**config.mk**
```make
export PLATFORM = sky130hd
export DESIGN_NAME = asu_top
export DESIGN_NICKNAME = d
export VERILOG_FILES = /design/src/asu_pkg.sv /design/src/asu_idle_counter.sv /design/src/asu_top.sv
export VERILOG_INCLUDE_DIRS = /design/src /design/src/src
export SDC_FILE = /design/constraint.sdc
export NUM_CORES = 1
export LEC_CHECK = 0
export BUFFER_PORTS_ARGS = -buffer_cell sky130_fd_sc_hd__buf_4
export CORE_ASPECT_RATIO = 1.2
export CORE_UTILIZATION = 35
export DETAILED_ROUTE_END_ITERATION = 12
export SLEW_MARGIN = 30
export SYNTH_ARGS = -nofsm -noshare
export SYNTH_HDL_FRONTEND = slang
export SYNTH_SLANG_ARGS = --single-unit
```
**constraint.sdc**
```tcl
create_clock -name core_clk_i -period 2.05 [get_ports core_clk_i]
set_input_delay 0.1025 -clock core_clk_i [delete_from_list [all_inputs] [get_ports core_clk_i]]
set_output_delay 0.1025 -clock core_clk_i [all_outputs]
set_load 0.02 [all_outputs]
```
**src/asu_map.svh**
```systemverilog
// Constants for the auto sleep unit: bit positions, reset values and counts
`ifndef ASU_MAP_SVH
`define ASU_MAP_SVH
// ---------------------------------------------------------------------------
// Power mode register zero fields
// ---------------------------------------------------------------------------
`define ASU_PMR0_SLEEP_EN_BIT 1
`define ASU_PMR0_TURBO_OFF_BIT 3
`define ASU_PMR0_ARRAY_CLK_OFF_BIT 4
`define ASU_PMR0_MCELL_CLK_OFF_BIT 5
// ---------------------------------------------------------------------------
// Power mode register two fields
// ---------------------------------------------------------------------------
`define ASU_PMR2_CTRL0_OFF_BIT 2
`define ASU_PMR2_CTRL1_OFF_BIT 3
`define ASU_PMR2_CTRL2_OFF_BIT 4
`define ASU_PMR2_STROBE_OFF_BIT 5
`define ASU_PMR2_DBE_OFF_BIT 6
// ---------------------------------------------------------------------------
// Reset values and counts
// ---------------------------------------------------------------------------
`define ASU_PMR_RESET 8'h00
`define ASU_IDLE_LIMIT 4'hF
`define ASU_NUM_SELECTS 3
`endif

```
**src/asu_pkg.sv**
```systemverilog
// Types shared by the auto sleep unit files
package asu_pkg;
  // Sleep state of the unit
  typedef enum logic [0:0] {
    ASU_AWAKE = 1'b0,
    ASU_ASLEEP = 1'b1
  } asu_state_type;
endpackage : asu_pkg

```
**src/asu_idle_counter.sv**
```systemverilog
// Four-bit idle counter run on the dedicated idle clock edge
`timescale 1ns/1ps
`include "asu_map.svh"
module asu_idle_counter (
  // Clock and reset
  input wire logic core_clk_i,
  input wire logic rst_b_i,
  // Control
  input wire logic enable_i,
  input wire logic strobe_seen_i,
  input wire logic idle_edge_i,
  // Status
  output logic [3:0] count_o,
  output logic limit_o
);
  logic [3:0] count;
  logic [3:0] next_count;

  // Clear on strobe activity, count idle clock edges, hold at the limit
  always_comb begin
    next_count = count;
    if (!enable_i || strobe_seen_i) begin
      next_count = 4'h0;
    end else if (idle_edge_i && count != `ASU_IDLE_LIMIT) begin
      next_count = count + 4'h1;
    end
  end

  always_ff @(posedge core_clk_i or negedge rst_b_i) begin
    if (!rst_b_i) begin
      count <= 4'h0;
    end else begin
      count <= next_count;
    end
  end

  assign count_o = count;
  assign limit_o = (count == `ASU_IDLE_LIMIT);

  // Count never passes the limit
  a_count_saturates: assert property (@(posedge core_clk_i) disable iff (!rst_b_i)
    (count == `ASU_IDLE_LIMIT && enable_i && !strobe_seen_i) |=> count == `ASU_IDLE_LIMIT)
    else $error("idle count left saturation");
endmodule : asu_idle_counter

```
**src/asu_top.sv**
```systemverilog
// Auto sleep unit: idle watch, sleep gating, input blocking and external selects
// ---------------------------------------------------------------------------
// Contract
// - When enabled and strobe stops, four-bit idle counter runs on the idle clock.
// - Fifteen idle clock periods without strobe raise sleep request.
// - Enabling the unit enables sleep entry with no other setting.
// - Strobe pulsing again wakes the device.
// - Chip select low or reset returning high also wakes the device.
// - Asleep blocks bus address/data to memories and arrays; memories deselected.
// - Asleep puts memories in standby; logic and ports keep running.
// - Asleep: I/O and logic pins hold, address pins undefined, data pins tri-state.
// - Sleep does not alter logic; speed depends only on turbo setting.
// - Blocking idle clock from arrays still feeds the idle counter.
// - Power registers writable at run time; set blocking bit blocks its signal.
// - Register zero bit 3 one disables turbo; zero is full speed.
// - Port D pin 0 strobe, pin 1 idle clock, pin 2 active-low select.
// - Select low enables flash, EEPROM, SRAM and I/O space.
// - Select high disables memories; logic and pins stay working, nothing blocked.
// - Three external selects, each one product term with settable polarity.
// - Select pin enable from its enable term or its direction bit.
// - Memories idle in standby while inputs steady, wake on transitions; here standby follows the memory select, not input activity.
// - Register zero bit 1 enables auto sleep.
// - Register zero bit 4 cuts clock to array, bit 5 to macrocells.
// - Register two bits 2..6 cut control inputs, strobe, byte enable from array.
// - Power registers clear at power-up only, not on later resets.
// ---------------------------------------------------------------------------
`timescale 1ns/1ps
`include "asu_map.svh"
module asu_top (
  // Clock and resets
  input wire logic core_clk_i,
  input wire logic rst_b_i,
  input wire logic power_up_b_i,
  // Port D pins
  input wire logic port_d_pin_zero_i,
  input wire logic port_d_pin_one_i,
  input wire logic port_d_pin_two_i,
  // Other control inputs
  input wire logic control_input_zero_i,
  input wire logic control_input_one_i,
  input wire logic control_input_two_i,
  input wire logic data_byte_enable_in_i,
  // Power register writes
  input wire logic pmr0_we_i,
  input wire logic pmr2_we_i,
  input wire logic [7:0] pmr_wdata_i,
  // Bus and memory requests from the host side
  input wire logic [15:0] bus_addr_i,
  input wire logic [7:0] bus_data_i,
  input wire logic mem_req_i,
  // External select product terms
  input wire logic [2:0] select_term_i,
  input wire logic [2:0] select_active_high_i,
  input wire logic [2:0] select_oe_term_i,
  input wire logic [2:0] select_oe_term_used_i,
  input wire logic [2:0] select_dir_i,
  // Pin enable requests of the port logic
  input wire logic addr_pin_oe_req_i,
  input wire logic data_pin_oe_req_i,
  // Register read back
  output logic [7:0] power_mode_reg_zero_o,
  output logic [7:0] power_mode_reg_two_o,
  // Sleep status
  output logic sleep_request_o,
  output logic [3:0] idle_count_o,
  // Gated paths to memories and arrays
  output logic [15:0] mem_addr_o,
  output logic [7:0] mem_data_o,
  output logic mem_select_o,
  output logic mem_standby_o,
  output logic turbo_on_o,
  // Gated array inputs
  output logic array_clk_o,
  output logic mcell_clk_o,
  output logic [2:0] array_ctrl_o,
  output logic array_strobe_o,
  output logic array_dbe_o,
  // Pin enables, low while driving
  output logic addr_pin_oe_b_o,
  output logic data_pin_oe_b_o,
  // External select pins
  output logic [`ASU_NUM_SELECTS-1:0] external_select_out_o,
  output logic [`ASU_NUM_SELECTS-1:0] external_select_oe_b_o
);
  // -------------------------------------------------------------------------
  // Declarations
  // -------------------------------------------------------------------------
  logic [7:0] pmr0;
  logic [7:0] next_pmr0;
  logic [7:0] pmr2;
  logic [7:0] next_pmr2;
  asu_pkg::asu_state_type state;
  asu_pkg::asu_state_type next_state;
  logic strobe_q;
  logic clk_q;
  logic sel_q;
  logic rst_seen;
  logic strobe_seen;
  logic idle_edge;
  logic select_fall;
  logic restart;
  logic sleep_en;
  logic [3:0] count;
  logic at_limit;
  logic asleep_next;
  logic [15:0] next_addr;
  logic [7:0] next_data;
  logic next_msel;
  logic [2:0] next_ctrl;
  logic next_aclk;
  logic next_mclk;
  logic next_astb;
  logic next_adbe;
  logic [2:0] next_ecs;
  logic [2:0] next_ecs_oe_b;

  // -------------------------------------------------------------------------
  // Power mode registers
  // -------------------------------------------------------------------------
  // Cleared by the power-up reset only, so warm resets keep the settings
  always_comb begin
    next_pmr0 = pmr0;
    next_pmr2 = pmr2;
    if (pmr0_we_i) begin
      next_pmr0 = pmr_wdata_i;
    end
    if (pmr2_we_i) begin
      next_pmr2 = pmr_wdata_i;
    end
  end

  always_ff @(posedge core_clk_i or negedge power_up_b_i) begin
    if (!power_up_b_i) begin
      pmr0 <= `ASU_PMR_RESET;
      pmr2 <= `ASU_PMR_RESET;
    end else begin
      pmr0 <= next_pmr0;
      pmr2 <= next_pmr2;
    end
  end

  // -------------------------------------------------------------------------
  // Pin edge detection
  // -------------------------------------------------------------------------
  // Pins are synchronous; one stage of history gives the edges
  always_ff @(posedge core_clk_i or negedge rst_b_i) begin
    if (!rst_b_i) begin
      strobe_q <= 1'b0;
      clk_q <= 1'b0;
      sel_q <= 1'b1;
      rst_seen <= 1'b1;
    end else begin
      strobe_q <= port_d_pin_zero_i;
      clk_q <= port_d_pin_one_i;
      sel_q <= port_d_pin_two_i;
      rst_seen <= 1'b0;
    end
  end

  assign strobe_seen = port_d_pin_zero_i && !strobe_q;
  // Counter sees every idle clock edge, whatever the array blocking bits say
  assign idle_edge = port_d_pin_one_i && !clk_q;
  assign select_fall = !port_d_pin_two_i && sel_q;
  // Every wake term restarts the count; a saturated count left standing
  // would drop the unit straight back to sleep one cycle after waking
  assign restart = strobe_seen || select_fall || rst_seen;
  // One bit enables both the counter and sleep entry
  assign sleep_en = pmr0[`ASU_PMR0_SLEEP_EN_BIT];

  asu_idle_counter u_idle (
    .core_clk_i(core_clk_i),
    .rst_b_i(rst_b_i),
    .enable_i(sleep_en),
    .strobe_seen_i(restart),
    .idle_edge_i(idle_edge),
    .count_o(count),
    .limit_o(at_limit)
  );

  // -------------------------------------------------------------------------
  // Sleep state
  // -------------------------------------------------------------------------
  // The strobe wake term takes priority over entry so a strobe is never lost; a select fall at the limit does not block entry
  always_comb begin
    next_state = state;
    case (state)
      asu_pkg::ASU_AWAKE: begin
        if (sleep_en && at_limit && !strobe_seen) begin
          next_state = asu_pkg::ASU_ASLEEP;
        end
      end
      asu_pkg::ASU_ASLEEP: begin
        if (strobe_seen || select_fall || rst_seen || !sleep_en) begin
          next_state = asu_pkg::ASU_AWAKE;
        end
      end
      default: begin
        next_state = asu_pkg::ASU_AWAKE;
      end
    endcase
  end

  always_ff @(posedge core_clk_i or negedge rst_b_i) begin
    if (!rst_b_i) begin
      state <= asu_pkg::ASU_AWAKE;
    end else begin
      state <= next_state;
    end
  end

  assign asleep_next = (next_state == asu_pkg::ASU_ASLEEP);

  // -------------------------------------------------------------------------
  // Gated bus, memory and array inputs
  // -------------------------------------------------------------------------
  // Sleep blocks bus lines; logic paths ignore sleep and follow blocking bits
  always_comb begin
    next_addr = asleep_next ? mem_addr_o : bus_addr_i;
    next_data = asleep_next ? mem_data_o : bus_data_i;
    next_msel = mem_req_i && !port_d_pin_two_i && !asleep_next;
    next_aclk = port_d_pin_one_i && !pmr0[`ASU_PMR0_ARRAY_CLK_OFF_BIT];
    next_mclk = port_d_pin_one_i && !pmr0[`ASU_PMR0_MCELL_CLK_OFF_BIT];
    next_ctrl[0] = control_input_zero_i && !pmr2[`ASU_PMR2_CTRL0_OFF_BIT];
    next_ctrl[1] = control_input_one_i && !pmr2[`ASU_PMR2_CTRL1_OFF_BIT];
    next_ctrl[2] = control_input_two_i && !pmr2[`ASU_PMR2_CTRL2_OFF_BIT];
    next_astb = port_d_pin_zero_i && !pmr2[`ASU_PMR2_STROBE_OFF_BIT];
    next_adbe = data_byte_enable_in_i && !pmr2[`ASU_PMR2_DBE_OFF_BIT];
  end

  // -------------------------------------------------------------------------
  // External selects
  // -------------------------------------------------------------------------
  // Pins driven from the product terms keep running through sleep
  always_comb begin
    for (int i = 0; i < `ASU_NUM_SELECTS; i++) begin
      next_ecs[i] = select_active_high_i[i] ? select_term_i[i] : !select_term_i[i];
      next_ecs_oe_b[i] = select_oe_term_used_i[i] ? !select_oe_term_i[i]
                                                  : !select_dir_i[i];
    end
  end

  // -------------------------------------------------------------------------
  // Output registers
  // -------------------------------------------------------------------------
  always_ff @(posedge core_clk_i or negedge rst_b_i) begin
    if (!rst_b_i) begin
      sleep_request_o <= 1'b0;
      idle_count_o <= 4'h0;
      mem_addr_o <= 16'h0000;
      mem_data_o <= 8'h00;
      mem_select_o <= 1'b0;
      mem_standby_o <= 1'b1;
      turbo_on_o <= 1'b1;
      array_clk_o <= 1'b0;
      mcell_clk_o <= 1'b0;
      array_ctrl_o <= 3'h0;
      array_strobe_o <= 1'b0;
      array_dbe_o <= 1'b0;
      addr_pin_oe_b_o <= 1'b1;
      data_pin_oe_b_o <= 1'b1;
      external_select_out_o <= 3'h0;
      external_select_oe_b_o <= 3'h7;
      power_mode_reg_zero_o <= 8'h00;
      power_mode_reg_two_o <= 8'h00;
    end else begin
      sleep_request_o <= asleep_next;
      idle_count_o <= count;
      mem_addr_o <= next_addr;
      mem_data_o <= next_data;
      mem_select_o <= next_msel;
      // Standby unless a select is active; static memories sleep on idle
      mem_standby_o <= !next_msel;
      turbo_on_o <= !pmr0[`ASU_PMR0_TURBO_OFF_BIT];
      array_clk_o <= next_aclk;
      mcell_clk_o <= next_mclk;
      array_ctrl_o <= next_ctrl;
      array_strobe_o <= next_astb;
      array_dbe_o <= next_adbe;
      // Address pins are released while asleep, so their level is undefined
      addr_pin_oe_b_o <= !addr_pin_oe_req_i || asleep_next;
      data_pin_oe_b_o <= !data_pin_oe_req_i || asleep_next;
      external_select_out_o <= next_ecs;
      external_select_oe_b_o <= next_ecs_oe_b;
      power_mode_reg_zero_o <= next_pmr0;
      power_mode_reg_two_o <= next_pmr2;
    end
  end

  // -------------------------------------------------------------------------
  // Checks
  // -------------------------------------------------------------------------
  a_sleep_after_limit: assert property (@(posedge core_clk_i) disable iff (!rst_b_i)
    (state == asu_pkg::ASU_AWAKE && sleep_en && at_limit && !strobe_seen)
    |=> sleep_request_o) else $error("no sleep after idle limit");
  a_strobe_wakes: assert property (@(posedge core_clk_i) disable iff (!rst_b_i)
    (state == asu_pkg::ASU_ASLEEP && strobe_seen) |=> !sleep_request_o)
    else $error("strobe did not wake");
  a_select_wakes: assert property (@(posedge core_clk_i) disable iff (!rst_b_i)
    (state == asu_pkg::ASU_ASLEEP && select_fall) |=> !sleep_request_o [*2])
    else $error("select low did not wake");
  a_mem_deselect: assert property (@(posedge core_clk_i) disable iff (!rst_b_i)
    sleep_request_o |-> !mem_select_o) else $error("memory selected asleep");
  a_addr_frozen: assert property (@(posedge core_clk_i) disable iff (!rst_b_i)
    (sleep_request_o && $past(sleep_request_o)) |-> $stable(mem_addr_o))
    else $error("address passed while asleep");
  a_select_high_off: assert property (@(posedge core_clk_i) disable iff (!rst_b_i)
    port_d_pin_two_i |=> !mem_select_o) else $error("memory on with select high");
  a_no_sleep_disabled: assert property (@(posedge core_clk_i) disable iff (!rst_b_i)
    !sleep_en [*2] |-> ##1 !sleep_request_o) else $error("sleep while disabled");
  a_turbo_follows: assert property (@(posedge core_clk_i) disable iff (!rst_b_i)
    $rose(pmr0[`ASU_PMR0_TURBO_OFF_BIT]) |=> !turbo_on_o) else $error("turbo stuck");
  a_strobe_blocked: assert property (@(posedge core_clk_i) disable iff (!rst_b_i)
    pmr2[`ASU_PMR2_STROBE_OFF_BIT] |=> !array_strobe_o) else $error("strobe not blocked");
  a_data_tristate: assert property (@(posedge core_clk_i) disable iff (!rst_b_i)
    sleep_request_o |-> data_pin_oe_b_o) else $error("data pins driven asleep");
endmodule : asu_top

```
==> metrics, run 1 <==
status finished clean; RD Place Congestion 0.710; Mapped Area 2990 um^2; Relative slew margins 59.3%; area of the multi-input gates 748 um^2; First DRT Iteration DRCs 65; Slowest cell on crit path dfrtp_1; core box area 8200 um^2; post-synthesis xor/xnor area fraction 1.47%; Critical Path Fanout Max 29; worst vdd ir 588 uV; top_reg_cell synth dfrtp_1; FF+latch count, synth 87; Post-Synthesis Mean Instance Area 17.0 um^2; CTS tree built; vias in the first global route 2069; io pins 125; Hold WC Path Type in2reg; register area 2190 um^2; unique cell type count in the Yosys netlist 30; post-layout min period 1680 ps; Compound-Gate Fraction of Synth Area 1.01%; placed cells 411; clk_lat worst skew 350 ps; endpoints failing hold 0; initial core utilization 36.4%; ranking of synthesized cells by area dfrtp_1, mux2_2, dfstp_2, mux2_4, nor2b_1; Yosys top cell area share 65.4%; register area share after synthesis 73.3%; Area Growth Syn to Fin 62.0%; FMAX 594 MHz; Synth Area in Adders 0.419%; max-cap viol count 0; Synth Instances 176; syn nets 239; Finished Core Util 59.0%; Worst Skew 11.8 ps; post-synthesis mux area share 16.5%; max-slew violations 0; Die Y 103 um; # clock sinks 87; Leakage 2.28 nW; Final WS setup 366 ps; total power 3.85 mW; GRT Util Overall 15.1%; data required time at the worst endpoint 2290 ps; Final setup viols 0; # fillers 679; num rows 36; CP Launch Type flop; total die area 8900 um^2; CP Data Arrival Time 1920 ps; Post-Route WL 6.47 mm; crit-path max cell delay 400 ps; via count 2035; diode count 0; wire length of the first global-routing pass 10.0 mm; dpl ws 363 ps; largest family of logic cells by synthesized area multiplexers; Die Wd 86.3 um; initial antenna violation count 0; worst slew pin tran 611 ps; largest net degree at the start of global routing 48; PortBufs 124; Max clock buf depth 2; Critical path buffers and inverters 1; # resized after CTS 0; setup TNS 0 ps; Ys Warns 0; layout cell share with drive strength beyond 1 51.8%; H-tree Lvls 3; Vias per Instance 4.23; detailed placer's ending HPWL 4.08 mm; fin cells 481; CP top delay family flip-flops; antenna-violating nets left 0; CTS root buffer clkbuf_8; Worst-path clk slew 90 ps; cell with the most instances after synthesis dfrtp_1; final net count 425; crit-path cells ha_1, nand3_2, nor2_1, o21a_1, buf_12, mux2_2; gr ovfl total 0; drt pass-1 iters 4; Setup Crit Path Kind reg2reg; period utilization 82.1%; WL/cell 13.5 um; cts bufs inserted 9; # DRC 0; RSZ-0062 raised after global routing false; fraction of registers with async set/reset 100%; simple-gate share of the synthesized area 5.57%; pwr/cell area 797 nW/um^2; synth cell count leaders dfrtp_1, mux2_2, dfstp_2; number of synthesized flops with an enable pin 0; area leader, netlist dfrtp_1; Critical Path End Type flop
-- layout by cell type (no fill, tap or decap) --
cell | Yosys | routed
buf_12 | 0 | 2
xnor2_1 | 3 | 3
clkinvlp_4 | 0 | 1
and4b_1 | 1 | 1
nor2b_1 | 8 | 8
o21a_1 | 1 | 1
nor3_1 | 1 | 1
mux2_4 | 6 | 6
nand3_1 | 2 | 2
nand2_1 | 4 | 4
conb_1 | 1 | 1
inv_1 | 2 | 2
clkinv_4 | 0 | 1
xor2_1 | 2 | 2
mux2i_1 | 3 | 3
clkbuf_8 | 0 | 9
dlygate4sd3_1 | 0 | 54
nor2b_2 | 1 | 1
clkbuf_1 | 2 | 2
dfstp_2 | 9 | 9
nand3_2 | 1 | 1
mux2_2 | 33 | 33
nand2b_1 | 2 | 2
and3_1 | 1 | 1
ha_1 | 1 | 1
nor3b_1 | 2 | 2
nor2_1 | 4 | 4
or3b_1 | 1 | 1
o21ai_0 | 1 | 1
a21oi_1 | 2 | 2
buf_4 | 1 | 124
a21boi_0 | 1 | 1
dfrtp_1 | 78 | 78
bufinv_16 | 0 | 3
-- flip-flops by register name (all words and copies together), names as in the netlist, 3 cells and up --
register / count
mem_addr_o: 16
u_idle.count_o: 4
external_select_out_o: 3
power_mode_reg_two_o: 8
pmr0: 8
mem_data_o: 8
external_select_oe_b_o: 3
idle_count_o: 4
array_ctrl_o: 3
pmr2: 8
power_mode_reg_zero_o: 8
-- per-layer routing --
metal	vias to the layer above	global-route usage (%)	wire length (um)
li1	959	-	-
met1	983	18.0	2530
met2	80	24.7	3290
met3	13	5.79	513
met4	0	6.54	140
met5	-	0	0
-- repair_timing --
action | CTS | global route
setup buffers | 0 | 0
hold buffers | 54 | 0
setup endpoints to repair | 0 | 0
hold endpoints to repair | 118 | 0
-- cell type report --
class	instances	area share [%]
flip-flops and latches	87	45.3
well taps	114	2.95
multi-input cells	82	15.5
inverters	2	0.155
repair buffers	180	31.3
clock buffers	11	2.72
clock inverters	5	2.20
-- cell families after synthesis --
| logic type | Yosys count |
|---|---|
| flops | 87 |
| mux | 42 |
| simple gates | 28 |
| buf+inv | 7 |
| compound gates | 5 |
| xor+xnor | 5 |
| fa+ha+maj | 1 |
| other cells | 1 |
-- where the power goes --
part	internal (mW)	total [mW]	switching (mW)	leakage [nW]
sequential	1.84	1.89	0.0442	1.04
clock	0.813	1.40	0.585	0.114
combinational	0.316	0.572	0.255	1.13
-- worst paths after layout --
kind / to / depth (start not counted) / startpoint / slack, ps
setup reg to reg: mem_data_o[5]$_DFFE_PN0N_ / 6 / u_idle.count_o[0]$_DFFE_PN0P_ / 370
hold / removal: mem_select_o$_DFF_PN0_ / 2 / mem_req_i / 20
max in group asynchronous: sel_q$_DFF_PN1_ / 3 / rst_b_i / 1100
min in group asynchronous: pmr2[6]$_DFF_PN0_ / 2 / power_up_b_i / 140
setup / recovery: mem_data_o[5]$_DFFE_PN0N_ / 6 / u_idle.count_o[0]$_DFFE_PN0P_ / 370
hold reg to reg: turbo_on_o$_DFF_PN1_ / 1 / pmr0[3]$_DFF_PN0_ / 380
-- through the flow --
| stage | hold WS, ps | cell area [um^2] |
|---|---|---|
| after floorplan | -193 | 2990 |
| after global placement | -18.3 | 4060 |
| after detailed placement | -19.1 | 4060 |
| after CTS | 0.445 | 4840 |
| after global routing | 4.93 | 4840 |
| final | 17.9 | 4840 |
Note: power is estimated with default switching activity, not from simulation.
==> inputs of run 2 (changes only) <==
- ABC_AREA: unset -> 1
- clock period: 2.05 -> 1.6 ns (I/O delays scaled with it)
==> run 2 against run 1 <==
First-iteration DRC count increased by 110%. Sequential share of layout area decreased by 0.20 points. Cell count increased by 15%. Register-to-register slack got worse by 180 ps. Die area increased by 2.0%. Hold slack improved by 56 ps. Area after synthesis increased by 2.1%. Synthesized cell count increased by 41%. Critical path type unchanged. Critical endpoint is now mem_addr_o[13]$_DFFE_PN0N_.
==> metrics, run 2 <==
pwr/cell area 966 nW/um^2 (+21%); data required time at the worst endpoint 1880 ps (-410 ps); total die area 9080 um^2 (+2.0%); fraction of registers with async set/reset 100% (unchanged); gr ovfl total 0 (unchanged); CTS root buffer clkbuf_8; Vias per Instance 4.34 (+2.5%); worst vdd ir 658 uV (+12%); Setup Crit Path Kind reg2reg; placed cells 482 (+17%); Synth Instances 249 (+41%); First DRT Iteration DRCs 137 (+110%); unique cell type count in the Yosys netlist 20 (-33%); synth cell count leaders dfrtp_1, nand2_1, nand3_1; Final WS setup 188 ps (-178 ps); antenna-violating nets left 0 (unchanged); setup TNS 0 ps (unchanged); RSZ-0062 raised after global routing false; Post-Route WL 7.24 mm (+12%); hold_ws 74.1 ps (+56.3 ps); area leader, netlist dfrtp_1; Yosys top cell area share 64.1% (-1.3 points); Critical Path Fanout Max 24 (-17%); Post-Synthesis Mean Instance Area 12.2 um^2 (-28%); period utilization 88.2% (+6.1 points); cts bufs inserted 9 (unchanged); Worst-path clk slew 80 ps (about the same); H-tree Lvls 3 (unchanged); # fillers 729 (+7.4%); Area Growth Syn to Fin 59.4%; Final setup viols 0 (unchanged); CTS tree built; cell with the most instances after synthesis dfrtp_1; Ys Warns 0 (unchanged); WL/cell 13.1 um (-2.9%); Die Wd 87.2 um (+1.0%); post-layout min period 1410 ps (-272 ps); FF+latch count, synth 87 (unchanged); top_reg_cell synth dfrtp_1; # DRC 0 (unchanged); PortBufs 124 (unchanged); Leakage 2.50 nW (+9.5%); Max clock buf depth 2 (unchanged); clk_lat worst skew 350 ps (about the same); GRT Util Overall 17.1% (+2.0 points); Largest Register mem_addr_o; max FFs per register 16 (unchanged); syn nets 312 (+31%); total power 4.69 mW (+22%); num rows 36 (unchanged); drt pass-1 iters 4 (unchanged); most frequent cells in the layout buf_4, dfrtp_1, nand2_1; commonest non-fill, non-tap cell in the layout buf_4; Mapped Area 3050 um^2 (+2.1%); diode count 0 (unchanged); Finished Core Util 58.6% (-0.38 points); endpoints failing hold 0 (unchanged); io pins 125 (unchanged); FMAX 708 MHz (+19%); register area share after synthesis 71.8% (-1.5 points); Critical Path End Type flop; fin cells 554 (+15%); ranking of synthesized cells by area dfrtp_1, dfstp_2, nand2_1, nand3_1, mux2_2; initial antenna violation count 0 (unchanged); layout cell share with drive strength beyond 1 38.4% (-13 points); # clock sinks 87 (unchanged); max-slew violations 0 (unchanged); vias in the first global route 2633 (+27%); number of synthesized flops with an enable pin 0 (unchanged); initial core utilization 36.8% (+0.34 points); CP Launch Type flop; Worst Skew 5.30 ps (-6.47 ps); status finished clean; core box area 8290 um^2 (+1.1%); Die Y 104 um (+1.0%); CP Data Arrival Time 1690 ps (-230 ps); max-cap viol count 0 (unchanged); placed inst area 4100 um^2 (+0.99%); fin area 4860 um^2 (+0.44%); RD Place Congestion 0.729 (+2.7%); Hold WC Path Type in2reg; wire length of the first global-routing pass 11.9 mm (+19%); setup bufs post-CTS 0 (unchanged); via count 2403 (+18%); dpl ws 213 ps (-149 ps); final net count 498 (+17%); detailed placer's ending HPWL 4.68 mm (+15%); largest net degree at the start of global routing 39 (-19%)
[run 2: cell types whose count changed after synthesis, sizes merged, moves of 5 or more]
cell / change
nand2: +60
nand3: +31
mux2: -25
inv: +14
nor2: +9
nor2b: -9
buf: +5
[run 2: timing repair]
action	4_1_cts	5_1_grt
setup endpoints to repair	0	0
resized for setup	0	0
hold buffers	56	0
hold endpoints to repair	121	0
[run 2: routing by layer]
| layer | vias to the layer above | share of wire (%) | global-route usage [%] |
|---|---|---|---|
| met2 | 91 | 51 | 29.0 |
| met5 | - | 0 | 0 |
| met3 | 12 | 6.6 | 5.08 |
| met1 | 1139 | 41 | 19.8 |
| li1 | 1161 | - | - |
| met4 | 0 | 1.9 | 7.49 |
[run 2: power by group]
group          leakage, nW  total [mW]  switching [mW]  internal [mW]
registers             1.04        2.42          0.0589           2.36
logic                 1.36       0.752           0.360          0.392
clock network        0.104        1.53           0.757          0.768
total                 2.50        4.69            1.18           3.52
[run 2: worst paths after layout]
kind	from	to	slack [ps]	cells past startpoint
worst max-delay path	u_idle.count_o[1]$_DFFE_PN0P_	mem_addr_o[13]$_DFFE_PN0N_	190	6
worst min-delay path	pmr0_we_i	power_mode_reg_zero_o[3]$_DFF_PN0_	70	2
worst max register to register	u_idle.count_o[1]$_DFFE_PN0P_	mem_addr_o[13]$_DFFE_PN0N_	190	6
worst min register to register	pmr0[3]$_DFF_PN0_	turbo_on_o$_DFF_PN1_	370	1
max in group asynchronous	rst_b_i	rst_seen$_DFF_PN1_	750	3
min in group asynchronous	power_up_b_i	pmr2[3]$_DFF_PN0_	130	2
[run 2: area by class of cell]
cell class | instances | area [um^2] | share of cell area, %
Sequential cell | 87 | 2190 | 45.1
Timing Repair Buffer | 183 | 1530 | 31.4
Multi-Input combinational cell | 138 | 741 | 15.2
Tap cell | 114 | 143 | 2.94
Clock buffer | 11 | 141 | 2.91
Inverter | 16 | 60.1 | 1.24
Clock inverter | 5 | 57.6 | 1.18
[run 2: critical path: stages (launching register included)]
cell	delay [ps]
dfrtp_1	410
ha_1	240
nand4_2	130
nand2_4	100
buf_4	250
nand3_1	120
nand2_1	90
[run 2: kinds of logic (layout without fill, tap and decap cells)]
logic type | after synthesis | after routing | share of synthesized area, %
xor+xnor | 4 | 4 | 1.15
other cells | 1 | 1 | 0.123
flops | 87 | 87 | 71.8
mux | 17 | 17 | 6.16
compound gates | 3 | 3 | 0.493
simple gates | 112 | 112 | 16.0
fa+ha+maj | 1 | 1 | 0.411
buf+inv | 24 | 215 | 3.86
==> inputs of run 3 (changes only) <==
--- a/config.mk
+++ b/config.mk
@@ -13,2 +13,3 @@
 export DETAILED_ROUTE_END_ITERATION = 12
+export PLACE_DENSITY = 0.62
 export SLEW_MARGIN = 30
==> constraint.sdc (replaced) <==
create_clock -name core_clk_i -period 1.6 [get_ports core_clk_i]
set_input_delay 0.32 -clock core_clk_i [delete_from_list [all_inputs] [get_ports core_clk_i]]
set_output_delay 0.32 -clock core_clk_i [all_outputs]
set_load 0.02 [all_outputs]
==> run 3 against run 2 <==
Setup slack better by 2.2 ps. Count of clock-buffer cells in the layout down 2. Sequential share of layout area up 5.2 points. Sequential power about the same. Critical path depth unchanged. Fmax up 0.16%. Die area unchanged. Clock power up 9%. Register-to-register slack about the same. Cell count down 9.4%. Clock skew about the same.
==> metrics, run 3 (synthesized netlist as in run 2, its figures left out) <==
final net count 446 (-10%); # clock sinks 87 (unchanged); Area Growth Syn to Fin 42.9%; gr ovfl total 0 (unchanged); max FFs per register 16 (unchanged); Reg2Reg Depth 6 (unchanged); H-tree Lvls 3 (unchanged); worst setup slack for register-to-register paths 190 ps (about the same); Reg2Reg Capture Point mem_addr_o[12]$_DFFE_PN0N_; Critical Path End Type flop; most frequent cells in the layout buf_4, dfrtp_1, nand2_1; Largest Register mem_addr_o; Worst Setup EP mem_addr_o[12]$_DFFE_PN0N_; via count 2220 (-7.6%); Die Wd 87.2 um (unchanged); initial antenna violation count 0 (unchanged); GRT Util Overall 15.7% (-1.4 points); CP Data Arrival Time 1690 ps (about the same); pwr/cell area 1090 nW/um^2 (+12%); crit-path max cell delay 420 ps (about the same); Crit Reg-Reg Startpoint u_idle.count_o[0]$_DFFE_PN0P_; layout cell share with drive strength beyond 1 44.3% (+5.9 points); # DRC 0 (unchanged); clk_lat worst skew 350 ps (about the same); CTS root buffer clkbuf_8; PortBufs 124 (unchanged); data required time at the worst endpoint 1880 ps (about the same); crit path from u_idle.count_o[0]$_DFFE_PN0P_; RSZ-0062 raised after global routing false; max-slew violations 0 (unchanged); WL/cell 13.4 um (+2.6%); First DRT Iteration DRCs 99 (-28%); fin area 4350 um^2 (-10%); vias in the first global route 2356 (-11%); setup TNS 0 ps (unchanged); Post-Route WL 6.73 mm (-7.0%); io pins 125 (unchanged); CP Launch Type flop; wire length of the first global-routing pass 10.8 mm (-9.1%); detailed placer's ending HPWL 4.91 mm (+4.8%); Leakage 2.28 nW (-8.7%); Slowest cell on crit path dfrtp_1; RD Place Congestion 0.807 (+11%); endpoints failing hold 0 (unchanged); FMAX 709 MHz (+0.16%); Worst-path clk slew 90 ps (about the same); Hold Path Origin port_d_pin_two_i; diode count 0 (unchanged); commonest non-fill, non-tap cell in the layout buf_4; largest net degree at the start of global routing 29 (-26%); Hold WC Path Type in2reg; Vias per Instance 4.42 (+2.0%); initial core utilization 36.8% (unchanged); period utilization 88.1% (-0.14 points); max-cap viol count 0 (unchanged); total die area 9080 um^2 (unchanged); post-layout min period 1410 ps (-2.23 ps); CTS tree built; cts bufs inserted 9 (unchanged); placed inst area 4110 um^2 (+0.37%); Final setup viols 0 (unchanged); num rows 36 (unchanged); Critical Path Fanout Max 24 (unchanged); Worst Skew 5.40 ps (+0.0992 ps); drt pass-1 iters 4 (unchanged); Setup Crit Path Kind reg2reg; antenna-violating nets left 0 (unchanged); crit-path cells ha_1, nand4_2, nand2_4, buf_4, nand3_1, nand2_1; Max clock buf depth 2 (unchanged); Die Y 104 um (unchanged); status finished clean; core box area 8290 um^2 (unchanged); worst vdd ir 914 uV (+39%)
run 3: cell type report:
class	count	area (um^2)
inverter	16	60.1
sequential	87	2190
tap	114	143
multi-input combinational	138	741
clock inverter	7	96.3
fill	802	3940
clock buffer	9	124
timing repair buffer	131	1000
run 3: worst max-delay path: cells and delay by family (launching register included):
kind | cells | cell delay (ps)
and+or+nand+nor | 4 | 430
adders and majority gates | 1 | 230
DFF | 1 | 420
buffers and inverters | 1 | 260
run 3: per-stage QoR:
stage          hold slack, ps  util, %  cells  power (mW)  setup slack, ps
2_1_floorplan            24.4        -    249        2.72              361
3_3_place_gp              197     49.6    484        3.09              248
3_5_place_dp              200     49.6    484        3.11              204
4_1_cts                  62.3     52.5    502        4.79              177
5_1_grt                  54.9     52.5    502        4.94             56.0
6_report                 85.5     52.5    502        4.72              191
run 3: worst min-delay path by stage:
stage / end / slack, ps / cells past startpoint
floorplan: array_clk_o$_DFF_PN0_ / 20 / 0
global placement: pmr2[6]$_DFF_PN0_ / 200 / 1
detailed placement: pmr0[6]$_DFF_PN0_ / 200 / 1
CTS: clk_q$_DFF_PN0_ / 60 / 1
global route: sel_q$_DFF_PN1_ / 50 / 1
finish: sel_q$_DFF_PN1_ / 90 / 1
run 3: timing repair:
item | CTS | global route
endpoints found under the hold margin | 35 | 0
hold buffers | 2 | 0
buffers inserted | 0 | 0
gates resized for setup | 0 | 0
run 3: power breakdown:
group | internal, mW | total [mW] | switching [mW]
registers | 2.36 | 2.42 | 0.0572
logic | 0.302 | 0.639 | 0.337
clock network | 0.881 | 1.67 | 0.789
run 3: layer usage:
metal  routed length [um]  GRT usage (%)
met5                    0              0
met2                 3200           24.4
met1                 2710           18.5
met3                  728           7.78
met4                   99           5.74
